## src/mss_map.vh

```
`ifndef MSS_MAP_VH
`define MSS_MAP_VH
// Output stage codes
`define MSS_OUT_HIZ      1'b0
`define MSS_OUT_LOWZ     1'b1
// Self-test sequencer states
`define MSS_ST_WAIT_LOW  3'h0
`define MSS_ST_ARMED     3'h1
`define MSS_ST_WIN1      3'h2
`define MSS_ST_WIN2      3'h3
`define MSS_ST_DONE      3'h4
// Default timing counts in sampling clock cycles
`define MSS_EN_CYCLES    16'h00c8
`define MSS_WIN1_CYCLES  16'h0064
`define MSS_WIN2_CYCLES  16'h0064
// Fault flag positions
`define MSS_FLT_OVT      0
`define MSS_FLT_REGOV    1
`define MSS_FLT_BIAS     2
`define MSS_FLT_VREF     3
`define MSS_FLT_PLATE    4
`define MSS_FLT_W        5
`endif

```

## src/mss_switch_top.v

```verilog
// Contract
// - Output follows field past active threshold
// - Hysteresis between on and off thresholds
// - Faults or overtemperature force high impedance
// - High impedance is the safe state
// - Monitor regulator, bias, reference, plate
// - Self-test accepted once per power-on
// - Start only after low then rise
// - First window: simulated field, low impedance
// - Second window: opposite field, high impedance
// - Always return to normal after test
`include "mss_map.vh"
`timescale 1ns/1ns
`default_nettype none
module mss_switch_top #(
   parameter [15:0] EN_CYCLES   = `MSS_EN_CYCLES,
   parameter [15:0] WIN1_CYCLES = `MSS_WIN1_CYCLES,
   parameter [15:0] WIN2_CYCLES = `MSS_WIN2_CYCLES
) (
   input  wire clk_i,
   input  wire srst_i,
   input  wire ce_i,
   input  wire cmp_above_on_i,
   input  wire cmp_below_off_i,
   input  wire ovt_i,
   input  wire reg_ov_i,
   input  wire bias_err_i,
   input  wire vref_err_i,
   input  wire plate_err_i,
   input  wire out_below_low_output_level_i,
   input  wire out_above_selftest_trigger_level_i,
   output wire out_o,
   output wire out_oe_n_o,
   output wire fault_o,
   output wire selftest_active_o,
   output wire selftest_done_o
);
   ////////////////////////////////////////////////////////////////////////////////////
   // Input synchronisation
   wire [`MSS_FLT_W-1:0] flt_raw;
   wire [`MSS_FLT_W-1:0] flt_s;
   wire                  pin_low_s;
   wire                  pin_trig_s;
   wire                  above_s;
   wire                  below_s;
   assign flt_raw[`MSS_FLT_OVT]   = ovt_i;
   assign flt_raw[`MSS_FLT_REGOV] = reg_ov_i;
   assign flt_raw[`MSS_FLT_BIAS]  = bias_err_i;
   assign flt_raw[`MSS_FLT_VREF]  = vref_err_i;
   assign flt_raw[`MSS_FLT_PLATE] = plate_err_i;
   mss_sync #(.W(`MSS_FLT_W + 4)) u_sync (
      .clk_i  (clk_i),
      .srst_i (srst_i),
      .ce_i   (ce_i),
      .d_i    ({flt_raw, out_below_low_output_level_i,
                out_above_selftest_trigger_level_i, cmp_above_on_i, cmp_below_off_i}),
      .q_o    ({flt_s, pin_low_s, pin_trig_s, above_s, below_s})
   );
   ////////////////////////////////////////////////////////////////////////////////////
   // Switching decision with hysteresis
   reg  [2:0]  st_q;
   reg  [2:0]  st_d;
   reg  [15:0] cnt_q;
   reg  [15:0] cnt_d;
   reg         used_q;
   reg         used_d;
   wire        in_test;
   wire        sim_on;
   wire        sim_off;
   wire        sw_state;
   assign in_test = (st_q == `MSS_ST_WIN1) || (st_q == `MSS_ST_WIN2);
   assign sim_on  = (st_q == `MSS_ST_WIN1);
   assign sim_off = (st_q == `MSS_ST_WIN2);
   mss_hyst u_hyst (
      .clk_i       (clk_i),
      .srst_i      (srst_i),
      .ce_i        (ce_i),
      .above_on_i  (in_test ? sim_on : above_s),
      .below_off_i (in_test ? sim_off : below_s),
      .state_o     (sw_state)
   );
   ////////////////////////////////////////////////////////////////////////////////////
   // Power-on self-test sequencer
   always @* begin
      st_d   = st_q;
      cnt_d  = cnt_q;
      used_d = used_q;
      case (st_q)
         `MSS_ST_WAIT_LOW: begin
            if (pin_trig_s && !pin_low_s) begin
               st_d   = `MSS_ST_DONE;
               used_d = 1'b1;
            end else if (pin_low_s) begin
               if (cnt_q >= EN_CYCLES - 16'h0001) begin
                  st_d  = `MSS_ST_ARMED;
                  cnt_d = 16'h0000;
               end else begin
                  cnt_d = cnt_q + 16'h0001;
               end
            end else begin
               cnt_d = 16'h0000;
            end
         end
         `MSS_ST_ARMED: begin
            if (pin_trig_s && !used_q) begin
               st_d   = `MSS_ST_WIN1;
               used_d = 1'b1;
               cnt_d  = 16'h0000;
            end
         end
         `MSS_ST_WIN1: begin
            if (cnt_q >= WIN1_CYCLES - 16'h0001) begin
               st_d  = `MSS_ST_WIN2;
               cnt_d = 16'h0000;
            end else begin
               cnt_d = cnt_q + 16'h0001;
            end
         end
         `MSS_ST_WIN2: begin
            if (cnt_q >= WIN2_CYCLES - 16'h0001) begin
               st_d  = `MSS_ST_DONE;
               cnt_d = 16'h0000;
            end else begin
               cnt_d = cnt_q + 16'h0001;
            end
         end
         `MSS_ST_DONE: begin
            st_d = `MSS_ST_DONE;
         end
         default: begin
            st_d  = `MSS_ST_DONE;
            cnt_d = 16'h0000;
         end
      endcase
   end
   always @(posedge clk_i) begin
      if (srst_i) begin
         st_q   <= `MSS_ST_WAIT_LOW;
         cnt_q  <= 16'h0000;
         used_q <= 1'b0;
      end else if (ce_i) begin
         st_q   <= st_d;
         cnt_q  <= cnt_d;
         used_q <= used_d;
      end
   end
   ////////////////////////////////////////////////////////////////////////////////////
   // Output stage with safe-state override
   reg out_lowz_q;
   reg fault_q;
   wire fault_any;
   assign fault_any = |flt_s;
   always @(posedge clk_i) begin
      if (srst_i) begin
         out_lowz_q <= `MSS_OUT_HIZ;
         fault_q    <= 1'b0;
      end else if (ce_i) begin
         fault_q <= fault_any;
         if (fault_any) begin
            out_lowz_q <= `MSS_OUT_HIZ;
         end else if (st_q == `MSS_ST_WIN1) begin
            out_lowz_q <= `MSS_OUT_LOWZ;
         end else if (st_q == `MSS_ST_WIN2) begin
            out_lowz_q <= `MSS_OUT_HIZ;
         end else begin
            out_lowz_q <= sw_state;
         end
      end
   end
   assign out_o             = 1'b0;
   assign out_oe_n_o        = ~out_lowz_q;
   assign fault_o           = fault_q;
   assign selftest_active_o = in_test;
   assign selftest_done_o   = (st_q == `MSS_ST_DONE);
endmodule // mss_switch_top
`default_nettype wire

```

## src/mss_sync.v

```verilog
`timescale 1ns/1ns
`default_nettype none
module mss_sync #(
   parameter W = 1
) (
   input  wire         clk_i,
   input  wire         srst_i,
   input  wire         ce_i,
   input  wire [W-1:0] d_i,
   output wire [W-1:0] q_o
);
   reg [W-1:0] s1_q;
   reg [W-1:0] s2_q;
   always @(posedge clk_i) begin
      if (srst_i) begin
         s1_q <= {W{1'b0}};
         s2_q <= {W{1'b0}};
      end else if (ce_i) begin
         s1_q <= d_i;
         s2_q <= s1_q;
      end
   end
   assign q_o = s2_q;
endmodule // mss_sync
`default_nettype wire

```

## src/mss_hyst.v

```verilog
`timescale 1ns/1ns
`default_nettype none
module mss_hyst (
   input  wire clk_i,
   input  wire srst_i,
   input  wire ce_i,
   input  wire above_on_i,
   input  wire below_off_i,
   output wire state_o
);
   reg state_q;
   // Latch between thresholds: holds state in the band
   always @(posedge clk_i) begin
      if (srst_i) begin
         state_q <= 1'b0;
      end else if (ce_i) begin
         if (!state_q && above_on_i) begin
            state_q <= 1'b1;
         end else if (state_q && below_off_i) begin
            state_q <= 1'b0;
         end
      end
   end
   assign state_o = state_q;
endmodule // mss_hyst
`default_nettype wire

```

## config.mk

```make
export PLATFORM = sky130hd
export DESIGN_NAME = mss_switch_top
export DESIGN_NICKNAME = d
export VERILOG_FILES = /design/src/mss_switch_top.v /design/src/mss_sync.v /design/src/mss_hyst.v
export VERILOG_INCLUDE_DIRS = /design/src
export SDC_FILE = /design/constraint.sdc
export NUM_CORES = 1
export LEC_CHECK = 0
export ABC_CLOCK_PERIOD_IN_PS = 4600
export BUFFER_PORTS_ARGS = -buffer_cell sky130_fd_sc_hd__buf_2
export CAP_MARGIN = 10
export CORE_MARGIN = 10
export CORE_UTILIZATION = 60
export DETAILED_ROUTE_END_ITERATION = 10
export MAX_ROUTING_LAYER = met4
export PLACE_DENSITY = 0.78
export SKIP_LAST_GASP = 1
export SLEW_MARGIN = 40
export SYNTH_ARGS = -nofsm -noshare
export SYNTH_HDL_FRONTEND = slang
export SYNTH_SLANG_ARGS = --single-unit
```

## constraint.sdc

```tcl
create_clock -name clk_i -period 4.6 [get_ports clk_i]
set_input_delay 0 -clock clk_i [delete_from_list [all_inputs] [get_ports clk_i]]
set_output_delay 0 -clock clk_i [all_outputs]
set_load 0.005 [all_outputs]
```

Word-level counts from Yosys, hierarchy flattened --
Cells that the tools add are included.
Cells by class: eq/ne operators 11, bitwise operators 2, muxes and demuxes 23, reductions and logical operators 17, order comparisons 2, add/sub/neg operators 1
Operator list (number):
- $mux W16 | 5
- $pmux W16 S4 | 1
- $mux W3 | 6
- $add A16 B1 Y16 const B | 1
- $ge A16 B7 Y1 const B | 1
- $ge A16 B8 Y1 const B | 1
- $pmux W3 S4 | 1
- $mux W1 | 9
- $reduce_and A4 Y1 | 2
- $eq A3 B2 Y1 const B | 2
- $ne A2 B2 Y1 const B | 3
- $reduce_and A6 Y1 | 1
- $reduce_or A5 Y1 | 1
- $logic_and A1 B1 Y1 | 4
- $ne A2 B1 Y1 const B | 2
- $reduce_bool A2 Y1 | 2
- $eq A3 B1 Y1 const B | 1
- $eq A3 B3 Y1 const B | 1
- $logic_not A1 Y1 | 3
- $logic_not A3 Y1 | 1
- $ne A3 B2 Y1 const B | 1
- $ne A3 B3 Y1 const B | 1
- $not A1 Y1 | 2
- $pmux W1 S2 | 1
- other kinds (3) | 3
Storage, ports and cells: output and inout port bits 5, flip-flop bits (word level) 41

Depth between registers and ports, before layout --
Gate-level depths: netlist of run 1.
depth after elaboration 6, depth in mapped cells 7, depth with buffers taken out 6

By module --
Synthesis of run 1 repeated with hierarchy kept, for this count alone.
Second synthesis, totals: cells, all modules 232, area total of the unflattened synthesis 2010.7 um^2
Modules (own cells, without submodules):
- mss_switch_top | instances 1, cells an instance 170, area each 1315.0 um^2, sequential area each 440.4 um^2
- mss_sync | instances 1, cells an instance 58, area each 649.4 um^2, sequential area each 360.3 um^2
- mss_hyst | instances 1, cells an instance 4, area each 46.3 um^2, sequential area each 20.0 um^2

Worst setup path before layout of run 1 --
No wires, ideal clock.
kind reg2reg, start point reg cnt_q[0], end point reg cnt_q[5], period minus slack after synthesis 2.031 ns, required time 4.526 ns, cell stages (with the launch flop) 8, setup slack 2.569 ns, arrival 1.957 ns, cell sequence dfxtp_1 > ha_1 > a2111oi_2 > o2111ai_1 > and2_1 > buf_6 > or4_1 > a31oi_1
Between the ends: word-level cells in the longest chain between the ends 5, elaborated cells on any way between the ends 8, classes of those cells add/sub: 1; order compare: 2; mux: 5
RTL lines:
- start, declared | line mss_switch_top.v:63 | reg [15:0] cnt_q;
- start signal, assigned | line mss_switch_top.v:143 | cnt_q <= cnt_d;
- $add A16 B1 Y16 or $ge A16 B8 Y1 (tied branches)
- $mux W16 | line mss_switch_top.v:94 | if (cnt_q >= EN_CYCLES - 16'h0001) begin
- $mux W16 | line mss_switch_top.v:93 | end else if (pin_low_s) begin
- $mux W16 | line mss_switch_top.v:90 | if (pin_trig_s && !pin_low_s) begin
- $pmux W16 S4 * | line mss_switch_top.v:88 | case (st_q)
Every way passes the cells marked *; elsewhere a longest branch is shown, timed or not. The select of a mux whose other input is x is not followed. A chain may end at the register's enable or synchronous reset.

Worst setup path in the final report of run 1 --
Ends and elaborated chain as after synthesis.

==> results of run 1 <==
==> stage by stage <==
stage | hold slack (ns) | total power [mW] | util, % | worst slack (ns) | cell area [um^2]
global placement | 0.234 | 0.426 | 65.0 | 2.52 | 2000
detailed placement | 0.245 | 0.429 | 65.0 | 2.42 | 2000
finish | 0.122 | 0.616 | 69.9 | 2.37 | 2150
global route | 0.122 | 0.645 | 69.9 | 2.22 | 2150
floorplan | 0.147 | 0.416 | - | 2.57 | 1940
CTS | 0.115 | 0.620 | 69.9 | 2.39 | 2150
==> per-layer routing <==
layer,up-vias,wire length [um],global-route usage [%]
met3,9,207,3.50
met4,0,63,6.69
li1,815,-,-
met2,59,1770,21.0
met1,764,1820,16.8
met5,-,0,-
==> power by group through the flow <==
stage | Sequential (mW) | Clock (mW) | Combinational [mW]
CTS | 0.370 | 0.194 | 0.0566
global placement | 0.378 | 0 | 0.0481
finish | 0.370 | 0.189 | 0.0568
floorplan | 0.376 | 0 | 0.0403
detailed placement | 0.378 | 0 | 0.0507
global route | 0.372 | 0.210 | 0.0632
==> state kept, by name (all words and copies together) (netlist names) <==
| name | count |
|---|---|
| u_hyst.state_o | 1 |
| used_q | 1 |
| out_lowz_q | 1 |
| cnt_q | 16 |
| u_sync.s1_q | 9 |
| st_q | 3 |
| u_sync.q_o | 9 |
| fault_o | 1 |
==> worst max-delay path by stage <==
stage / start / endpoint / slack [ns]
floorplan: cnt_q[0] / cnt_q[5] / 2.57
global placement: cnt_q[0] / cnt_q[5] / 2.52
detailed placement: cnt_q[0] / cnt_q[5] / 2.42
CTS: cnt_q[0] / cnt_q[5] / 2.39
global route: st_q[1] / cnt_q[5] / 2.22
finish: cnt_q[0] / cnt_q[5] / 2.37
==> logic make-up after synthesis <==
family	Yosys count	synth area share (%)
DFF	41	42.4
muxes	19	9.89
xor gates and xnor gates	4	1.81
adders and majority gates	2	1.29
and+or+nand+nor	89	23.9
buffers and inverters	21	5.17
other	1	0.194
AOI/OAI and AO/OA	40	15.4
==> final cells by class <==
class                   count  area [um^2]
clock buffers               5         37.5
clock inverters             3         25.0
fillers                   243          926
inverters                   9         33.8
multi-input cells         155         1010
flip-flops and latches     41          821
well taps                  44         55.1
repair buffers             24          165
==> worst max-delay path, stage by stage (launching register included) <==
cell and delay [ns]:
dfxtp_1 0.38, ha_1 0.26, a2111oi_2 0.38, o2111ai_1 0.19, and2_1 0.29, or4_1 0.50
a31oi_1 0.17
==> layout by cell type, fill, tap and decap left out, types with 5 or more instances in the layout <==
master and instances:
and3_1 5, nand3_1 6, clkbuf_4 5, nand2_1 13, dlygate4sd3_1 9, nand4_1 5, a21oi_1 8, mux2i_1 18
nor2_1 35, buf_2 15, dfxtp_1 41, inv_1 8, nor3_1 5
==> what timing repair did <==
action / 4_1_cts / 5_1_grt
hold endpoints to repair: 9 / 0
setup buffers: 0 / 0
hold buffers: 9 / 0
==> impl_metrics.tcl, run 1 <==
set metrics [dict create \
    internal_power_mw 0.452 \
    synth_commonest_cells "41 x dfxtp_1, 35 x nor2_1, 18 x mux2i_1" \
    holdPathStages 2 \
    ant_nets 0 \
    drive_gt1_share_pct 14.3 \
    via_per_inst 5.86 \
    detail_route.wl_per_cell_um 13.7 \
    critical_path_peak_fanout 9 \
    antenna_found_initial 0 \
    peakVddDrop_mv 0.240 \
    die_w_um 76.8 \
    io_buffer_count 15 \
    dp_hpwl_mm 2.79 \
    avgSynthCellArea_um2 8.92 \
    grt_overflow_total 0 \
    rsz0062_at_grt "false" \
    worstHoldEndpoint "st_q[1]" \
    comb_power_share_pct 9.2 \
    ys_warn_count 0 \
    final.period_utilization_pct 48.5 \
    power.density_nw_per_um2 286 \
    synth_edf_count 0 \
    synth.most_common_cell "dfxtp_1" \
    drtIter0Drc 267 \
    fin_tns_setup_ns 0 \
    leakage_nw 0.846 \
    drc_errors 0 \
    synth-main-ff-cell "dfxtp_1" \
    fin_skew_ns 0.0154 \
    cts_tree "yes" \
    end_kind "flop" \
    maxSlewViolCount 0 \
    grtUsageTotal_pct 13.9 \
    reg2reg_slack_ns 2.37 \
    cts_resized 0 \
    r2r-start "cnt_q[0]" \
    clockBufferDepth 2 \
    ys_types 50 \
    power.share.switching_pct 26.6 \
    drv_cap 0 \
    core_um2 3080 \
    rr_endpoint "cnt_q[5]" \
    switchingPower_mw 0.164 \
    drt_wl_total_mm 3.86 \
    finalSetupViolations 0 \
    synth_nets 231 \
    drtPass1Iterations 4 \
    die_y_um 76.8 \
    max_freq_mhz 448 \
    finalCriticalPeriod_ns 2.23 \
    start_util_pct 62.9 \
    critPathKind "flop to flop" \
    cp.required_ns 4.88 \
    synth.top_cell.area_share_pct 42.4 \
    first_global_vias 1546 \
    seqPwrFrac_pct 60.1 \
    dieArea_um2 5900 \
    hp-class "primary input to flop" \
    core.rowCount 20 \
    clkSinkCount 41 \
    hold_viol 0 \
    yosys-top-cells-area "dfxtp_1 42%, mux2i_1 9.3%, nor2_1 6.8%" \
    clkTransAtPathRegs_ns 0.14 \
    numCtsBuffers 5 \
    clk_latency_ns 0.36 \
    place_congestion 0.869 \
    grt_first_pass_wirelength_mm 6.87 \
    vias 1647 \
    ioPinCount 17 \
    syn-instance-count 217 \
    grt_max_degree 35 \
    status "finished, final reports clean" \
    synth_area_um2 1940 \
    yosysTopAreaCell "dfxtp_1" \
    relSlewSlack_pct 59.6 \
    min_from "srst_i" \
    n_antenna_cell 0 \
    syn_to_final_growth_pct 11.2 \
    dpl.cell_count 264 \
    synth-async-reset-ratio_pct 0 \
    worst_pin_slew_ns 0.607 \
    synth_seq_area_share_pct 42.4 \
    worstSetupStartpointType "flop" \
    htreeDepth 2 \
    ctsRootBufferMaster "clkbuf_4" \
    fin_cells 281 \
    r2r_cells 6 \
    ys_seq_elements 41 \
    nets 250 \
    arrival_ns 2.51 \
    pwr-share-clk_pct 30.7 \
]
(Power assumes the default switching activity.)
==> run 2: changes to the inputs <==
--- a/config.mk
+++ b/config.mk
@@ -6,14 +6,14 @@
 export SDC_FILE = /design/constraint.sdc
 export NUM_CORES = 1
 export LEC_CHECK = 0
-export ABC_CLOCK_PERIOD_IN_PS = 4600
+export ABC_CLOCK_PERIOD_IN_PS = 2300
 export BUFFER_PORTS_ARGS = -buffer_cell sky130_fd_sc_hd__buf_2
 export CAP_MARGIN = 10
 export CORE_MARGIN = 10
-export CORE_UTILIZATION = 60
+export CORE_UTILIZATION = 58
 export DETAILED_ROUTE_END_ITERATION = 10
 export MAX_ROUTING_LAYER = met4
-export PLACE_DENSITY = 0.78
+export PLACE_DENSITY = 0.76
 export SKIP_LAST_GASP = 1
 export SLEW_MARGIN = 40
 export SYNTH_ARGS = -nofsm -noshare
==> constraint.sdc (replaced) <==
create_clock -name clk_i -period 2.3 [get_ports clk_i]
set_input_delay 0 -clock clk_i [delete_from_list [all_inputs] [get_ports clk_i]]
set_output_delay 0 -clock clk_i [all_outputs]
set_load 0.005 [all_outputs]
==> run 2 against run 1 <==
Compared with the run above: clock skew shrank 0.0078 ns; critical path type unchanged; critical path depth is the same; register-to-register slack lost 2.2 ns; sequential share of layout area shrank 1.2 points; fmax grew 6.4%; sequential power grew 100%; clock power grew to 2.6 times the previous value; via count grew 0.18%; global-route usage grew 0.83 points; combinational power grew 120%; highest routed layer unchanged.
==> impl_metrics.tcl, run 2 (synthesized netlist as in run 1, its figures left out) <==
set metrics [dict create \
    grt_first_pass_wirelength_mm 7.17 \
    core.rowCount 20 \
    via_per_inst 5.75 \
    grt_max_degree 35 \
    clk_latency_ns 0.35 \
    hold_viol 0 \
    largest_register_ffs 16 \
    fin_cells 287 \
    hp-class "primary input to flop" \
    ioPinCount 17 \
    cts_tree "yes" \
    layout_common_cells "41 x dfxtp_1, 35 x nor2_1, 18 x mux2i_1" \
    grt_overflow_total 0 \
    drt_wl_total_mm 4.15 \
    maxSlewViolCount 0 \
    leakage_nw 0.887 \
    core_um2 3130 \
    ctsHoldBuffers 10 \
    n_fill_cell 248 \
    htreeDepth 2 \
    place_congestion 0.922 \
    cp.required_ns 2.57 \
    vias 1650 \
    syn_to_final_growth_pct 14.8 \
    dieArea_um2 6050 \
    die_w_um 77.8 \
    cts_setup_buffers 0 \
    dp_hpwl_mm 2.94 \
    clkTransAtPathRegs_ns 0.11 \
    final.period_utilization_pct 91.2 \
    antenna_found_initial 0 \
    status "finished, final reports clean" \
    start_util_pct 61.9 \
    max_freq_mhz 476 \
    nets 256 \
    first_global_vias 1555 \
    io_buffer_count 15 \
    n_antenna_cell 0 \
    drtIter0Drc 228 \
    finalSetupViolations 0 \
    arrival_ns 2.37 \
    fin_tns_setup_ns 0 \
    worstSetupStartpointType "flop" \
    peakVddDrop_mv 0.638 \
    clockBufferDepth 2 \
    detail_route.wl_per_cell_um 14.5 \
    drive_gt1_share_pct 15.6 \
    drv_cap 0 \
    ant_nets 0 \
    power.density_nw_per_um2 609 \
    critPathKind "flop to flop" \
    end_kind "flop" \
    final_common_cell "dfxtp_1" \
    finalCriticalPeriod_ns 2.10 \
    critical_path_peak_fanout 6 \
    largest_register "cnt_q" \
    drtPass1Iterations 4 \
    worst_pin_slew_ns 0.587 \
    cts_resized 0 \
    dpl.cell_count 269 \
    rsz0062_at_grt "false" \
    numCtsBuffers 5 \
    fin_skew_ns 0.00768 \
    ctsRootBufferMaster "clkbuf_4" \
    die_y_um 77.8 \
    relSlewSlack_pct 60.8 \
    clkSinkCount 41 \
    fin_util_pct 71.0 \
    grtUsageTotal_pct 14.7 \
    drc_errors 0 \
]
==> run 2: cell count changes in the layout (fill, tap and decap cells not counted) <==
cell           delta
clkinvlp_4        -1
bufinv_16         +1
clkbuf_8          +1
inv_6             -1
clkinv_4          -1
dlygate4sd3_1     +1
buf_4             +5
clkbuf_1          +1
==> run 2: layout make-up <==
class / instances / area [um^2] / share of cell area [%]
sequential: 41 / 821 / 36.9
inverter: 9 / 33.8 / 1.52
tap: 44 / 55.1 / 2.48
timing repair buffer: 30 / 213 / 9.57
clock buffer: 7 / 55.1 / 2.48
clock inverter: 1 / 30.0 / 1.35
multi-input combinational: 155 / 1010 / 45.7
==> run 2: final timing paths <==
path              cells past startpoint  slack (ns)     start            end
setup / recovery                      6        0.20  cnt_q[0]       cnt_q[5]
hold / removal                        2        0.14    srst_i  u_sync.q_o[0]
setup reg to reg                      6        0.20  cnt_q[0]       cnt_q[5]
hold reg to reg                       2        0.46    used_q         used_q
==> run 2: stage by stage <==
stage                     cell area [um^2]  setup slack (ns)  total power [mW]  hold slack [ns]
final                                 2220             0.201              1.35            0.138
after global routing                  2220            0.0767              1.41            0.152
after CTS                             2220             0.206              1.36            0.130
after detailed placement              2040             0.249             0.867            0.244
after global placement                2040             0.310             0.861            0.236
after floorplan                       1940             0.269             0.832            0.147
==> run 2: where the power goes <==
part           internal, mW  switching (mW)  total [mW]
registers             0.729          0.0116       0.740
logic                0.0588          0.0664       0.125
clock network         0.260           0.227       0.487
==> run 2: worst max-delay path, cell delays in order, from the launching register on <==
cell and delay, ns:
dfxtp_1 0.37, ha_1 0.25, a2111oi_2 0.36, o2111ai_1 0.19, and2_1 0.20, or4_1 0.48
a31oi_1 0.18
==> run 2: metal layers <==
| layer | track usage (%) | routed length (um) |
|---|---|---|
| met3 | 3.92 | 182 |
| met1 | 15.6 | 1770 |
| met4 | 5.11 | 71 |
| met5 | - | 0 |
| met2 | 25.6 | 2130 |
==> run 3: changes to the inputs <==
--- a/config.mk
+++ b/config.mk
@@ -18,4 +18,5 @@
 export SLEW_MARGIN = 40
 export SYNTH_ARGS = -nofsm -noshare
 export SYNTH_HDL_FRONTEND = slang
+export SYNTH_HIERARCHICAL = 1
 export SYNTH_SLANG_ARGS = --single-unit
==> run 3 against run 2 <==
Compared with the run above: design area rose by 0.79%; global-route usage fell by 0.91 points; area after synthesis rose by 3.9%; critical endpoint is now cnt_q[0].
==> impl_metrics.tcl, run 3 <==
set metrics [dict create \
    ant_nets 0 \
    final.period_utilization_pct 84.7 \
    yosysTopAreaCell "dfxtp_1" \
    rsz0062_at_grt "false" \
    cts_setup_buffers 0 \
    finalCriticalPeriod_ns 1.95 \
    critical_path_peak_fanout 9 \
    cp-startpoint "cnt_q[0]" \
    syn-instance-count 232 \
    dp_slack_ns 0.253 \
    synth.top_cell.area_share_pct 40.8 \
    via_per_inst 5.40 \
    antenna_found_initial 0 \
    clockBufferDepth 2 \
    end_kind "flop" \
    n_fill_cell 272 \
    grt_first_pass_wirelength_mm 6.92 \
    dieArea_um2 6220 \
    grt_max_degree 37 \
    dp_hpwl_mm 2.72 \
    rr_endpoint "cnt_q[0]" \
    numCtsBuffers 5 \
    cp_slowest_cell "a2111oi_0" \
    n_antenna_cell 0 \
    r2r_cells 6 \
    synth_seq_area_share_pct 40.8 \
    max_freq_mhz 514 \
    drtIter0Drc 97 \
    core.rowCount 21 \
    fin_skew_ns 0.00911 \
    ys_warn_count 6 \
    worstHoldEndpoint "u_sync/s1_q[1]" \
    fin_tns_setup_ns 0 \
    drtPass1Iterations 5 \
    synth_area_um2 2010 \
    grt_overflow_total 0 \
    worstSetupStartpointType "flop" \
    die_w_um 78.9 \
    ys_seq_elements 41 \
    htreeDepth 2 \
    syn_to_final_growth_pct 11.4 \
    detail_route.wl_per_cell_um 13.0 \
    ys_types 48 \
    fin_util_pct 67.1 \
    synth-main-ff-cell "dfxtp_1" \
    drv_cap 0 \
    largest_register "cnt_q" \
    largest_register_ffs 16 \
    leakage_nw 0.916 \
    vias 1632 \
    cp.required_ns 2.59 \
    nets 269 \
    min_from "srst_i" \
    multi_input_area_um2 1090 \
    ctsRootBufferMaster "clkbuf_4" \
    place_congestion 0.900 \
    finalSetupViolations 0 \
    fin_ws_ns 0.353 \
    drc_errors 0 \
    yosys-top-cells-area "dfxtp_1 41%, mux2i_1 9.0%, nor2_1 6.7%" \
    layout_common_cells "41 x dfxtp_1, 36 x nor2_1, 19 x nand2_1" \
    drt_wl_total_mm 3.92 \
    drive_gt1_share_pct 13.3 \
    final_common_cell "dfxtp_1" \
    synth-async-reset-ratio_pct 0 \
    hold_viol 0 \
    core_um2 3340 \
    power_mw 1.25 \
    clkTransAtPathRegs_ns 0.12 \
    synth_nets 246 \
    crit_chain "ha_1 > a2111oi_0 > o2111ai_1 > nand2_2 > nand3b_1 > a21oi_1" \
    hp-class "primary input to flop" \
    ioPinCount 17 \
    ctsHoldBuffers 10 \
    first_global_vias 1605 \
    power.density_nw_per_um2 557 \
    maxSlewViolCount 0 \
    cp.buffers_inverters 0 \
    status "finished, final reports clean" \
    die_y_um 78.9 \
    cts_resized 0 \
    start_util_pct 60.3 \
    critPathKind "flop to flop" \
    synth_commonest_cells "41 x dfxtp_1, 36 x nor2_1, 19 x nand2_1" \
    holdPathStages 2 \
    r2r-start "cnt_q[0]" \
    peakVddDrop_mv 0.367 \
    critical-path-max-stage-delay_ns 0.45 \
    grtUsageTotal_pct 13.8 \
    reg2reg_slack_ns 0.35 \
    io_buffer_count 15 \
    cts_tree "yes" \
    relSlewSlack_pct 59.3 \
    avgSynthCellArea_um2 8.67 \
    arrival_ns 2.24 \
    clk_latency_ns 0.36 \
    synth_edf_count 0 \
    crit_family "compound AO/OA/AOI/OAI gates" \
    regArea_um2 821 \
    clkSinkCount 41 \
    synth.most_common_cell "dfxtp_1" \
    worst_pin_slew_ns 0.610 \
]
## run 3: changes by cell type in the layout (fill, tap and decap cells not counted), sizes merged, moves of 3 or more
cell | before | now
a32o | 3 | 0
clkinv | 0 | 3
xor2 | 3 | 8
nand3b | 1 | 4
nand4 | 5 | 9
nand2 | 13 | 20
buf | 20 | 17
a21o | 3 | 0
nand3 | 6 | 11
a21oi | 8 | 13
inv | 9 | 6
## run 3: worst max path at each step
stage                     end  slack, ns  depth (start not counted)
floorplan            cnt_q[2]       0.67                          6
global route        cnt_q[15]       0.16                          5
global placement    cnt_q[10]       0.31                          5
CTS                 cnt_q[12]       0.21                          5
finish               cnt_q[0]       0.35                          6
detailed placement  cnt_q[14]       0.25                          5
## run 3: metal layers
metal	GRT usage [%]	up-vias	wire length, um
met5	-	-	0
met4	6.09	0	76
met3	3.83	7	157
met2	23.3	32	1850
met1	14.8	734	1840
li1	-	859	-
## run 3: report_power, final
group | internal (mW) | leakage (nW) | switching (mW) | total [mW]
logic | 0.0631 | 0.548 | 0.0765 | 0.140
clock network | 0.121 | 0.0352 | 0.242 | 0.363
registers | 0.731 | 0.333 | 0.0153 | 0.746
total | 0.915 | 0.916 | 0.333 | 1.25
## run 3: per-stage QoR
step / cell area (um^2) / std cells / hold WS [ns]
floorplan: 2010 / 232 / 0.0624
global placement: 2080 / 284 / 0.232
detailed placement: 2080 / 284 / 0.243
CTS: 2240 / 302 / 0.122
global route: 2240 / 302 / 0.166
finish: 2240 / 302 / 0.122
## run 3: cell families (layout without fill, tap and decap cells)
logic type | count (synthesis) | count (layout) | share of synthesized area (%)
simple gates | 117 | 117 | 29.9
mux | 19 | 19 | 9.52
xor+xnor | 9 | 9 | 3.92
other cells | 1 | 1 | 0.187
compound gates | 26 | 26 | 9.40
flops | 41 | 41 | 40.8
buf+inv | 17 | 41 | 5.04
fa+ha+maj | 2 | 2 | 1.24
## run 3: cell type report
type                            count  share of cell area, %
Clock inverter                      3                   1.01
Timing Repair Buffer               27                   8.49
Clock buffer                        5                   1.68
Inverter                            6                   1.01
Sequential cell                    41                   36.6
Tap cell                           46                   2.57
Multi-Input combinational cell    174                   48.6
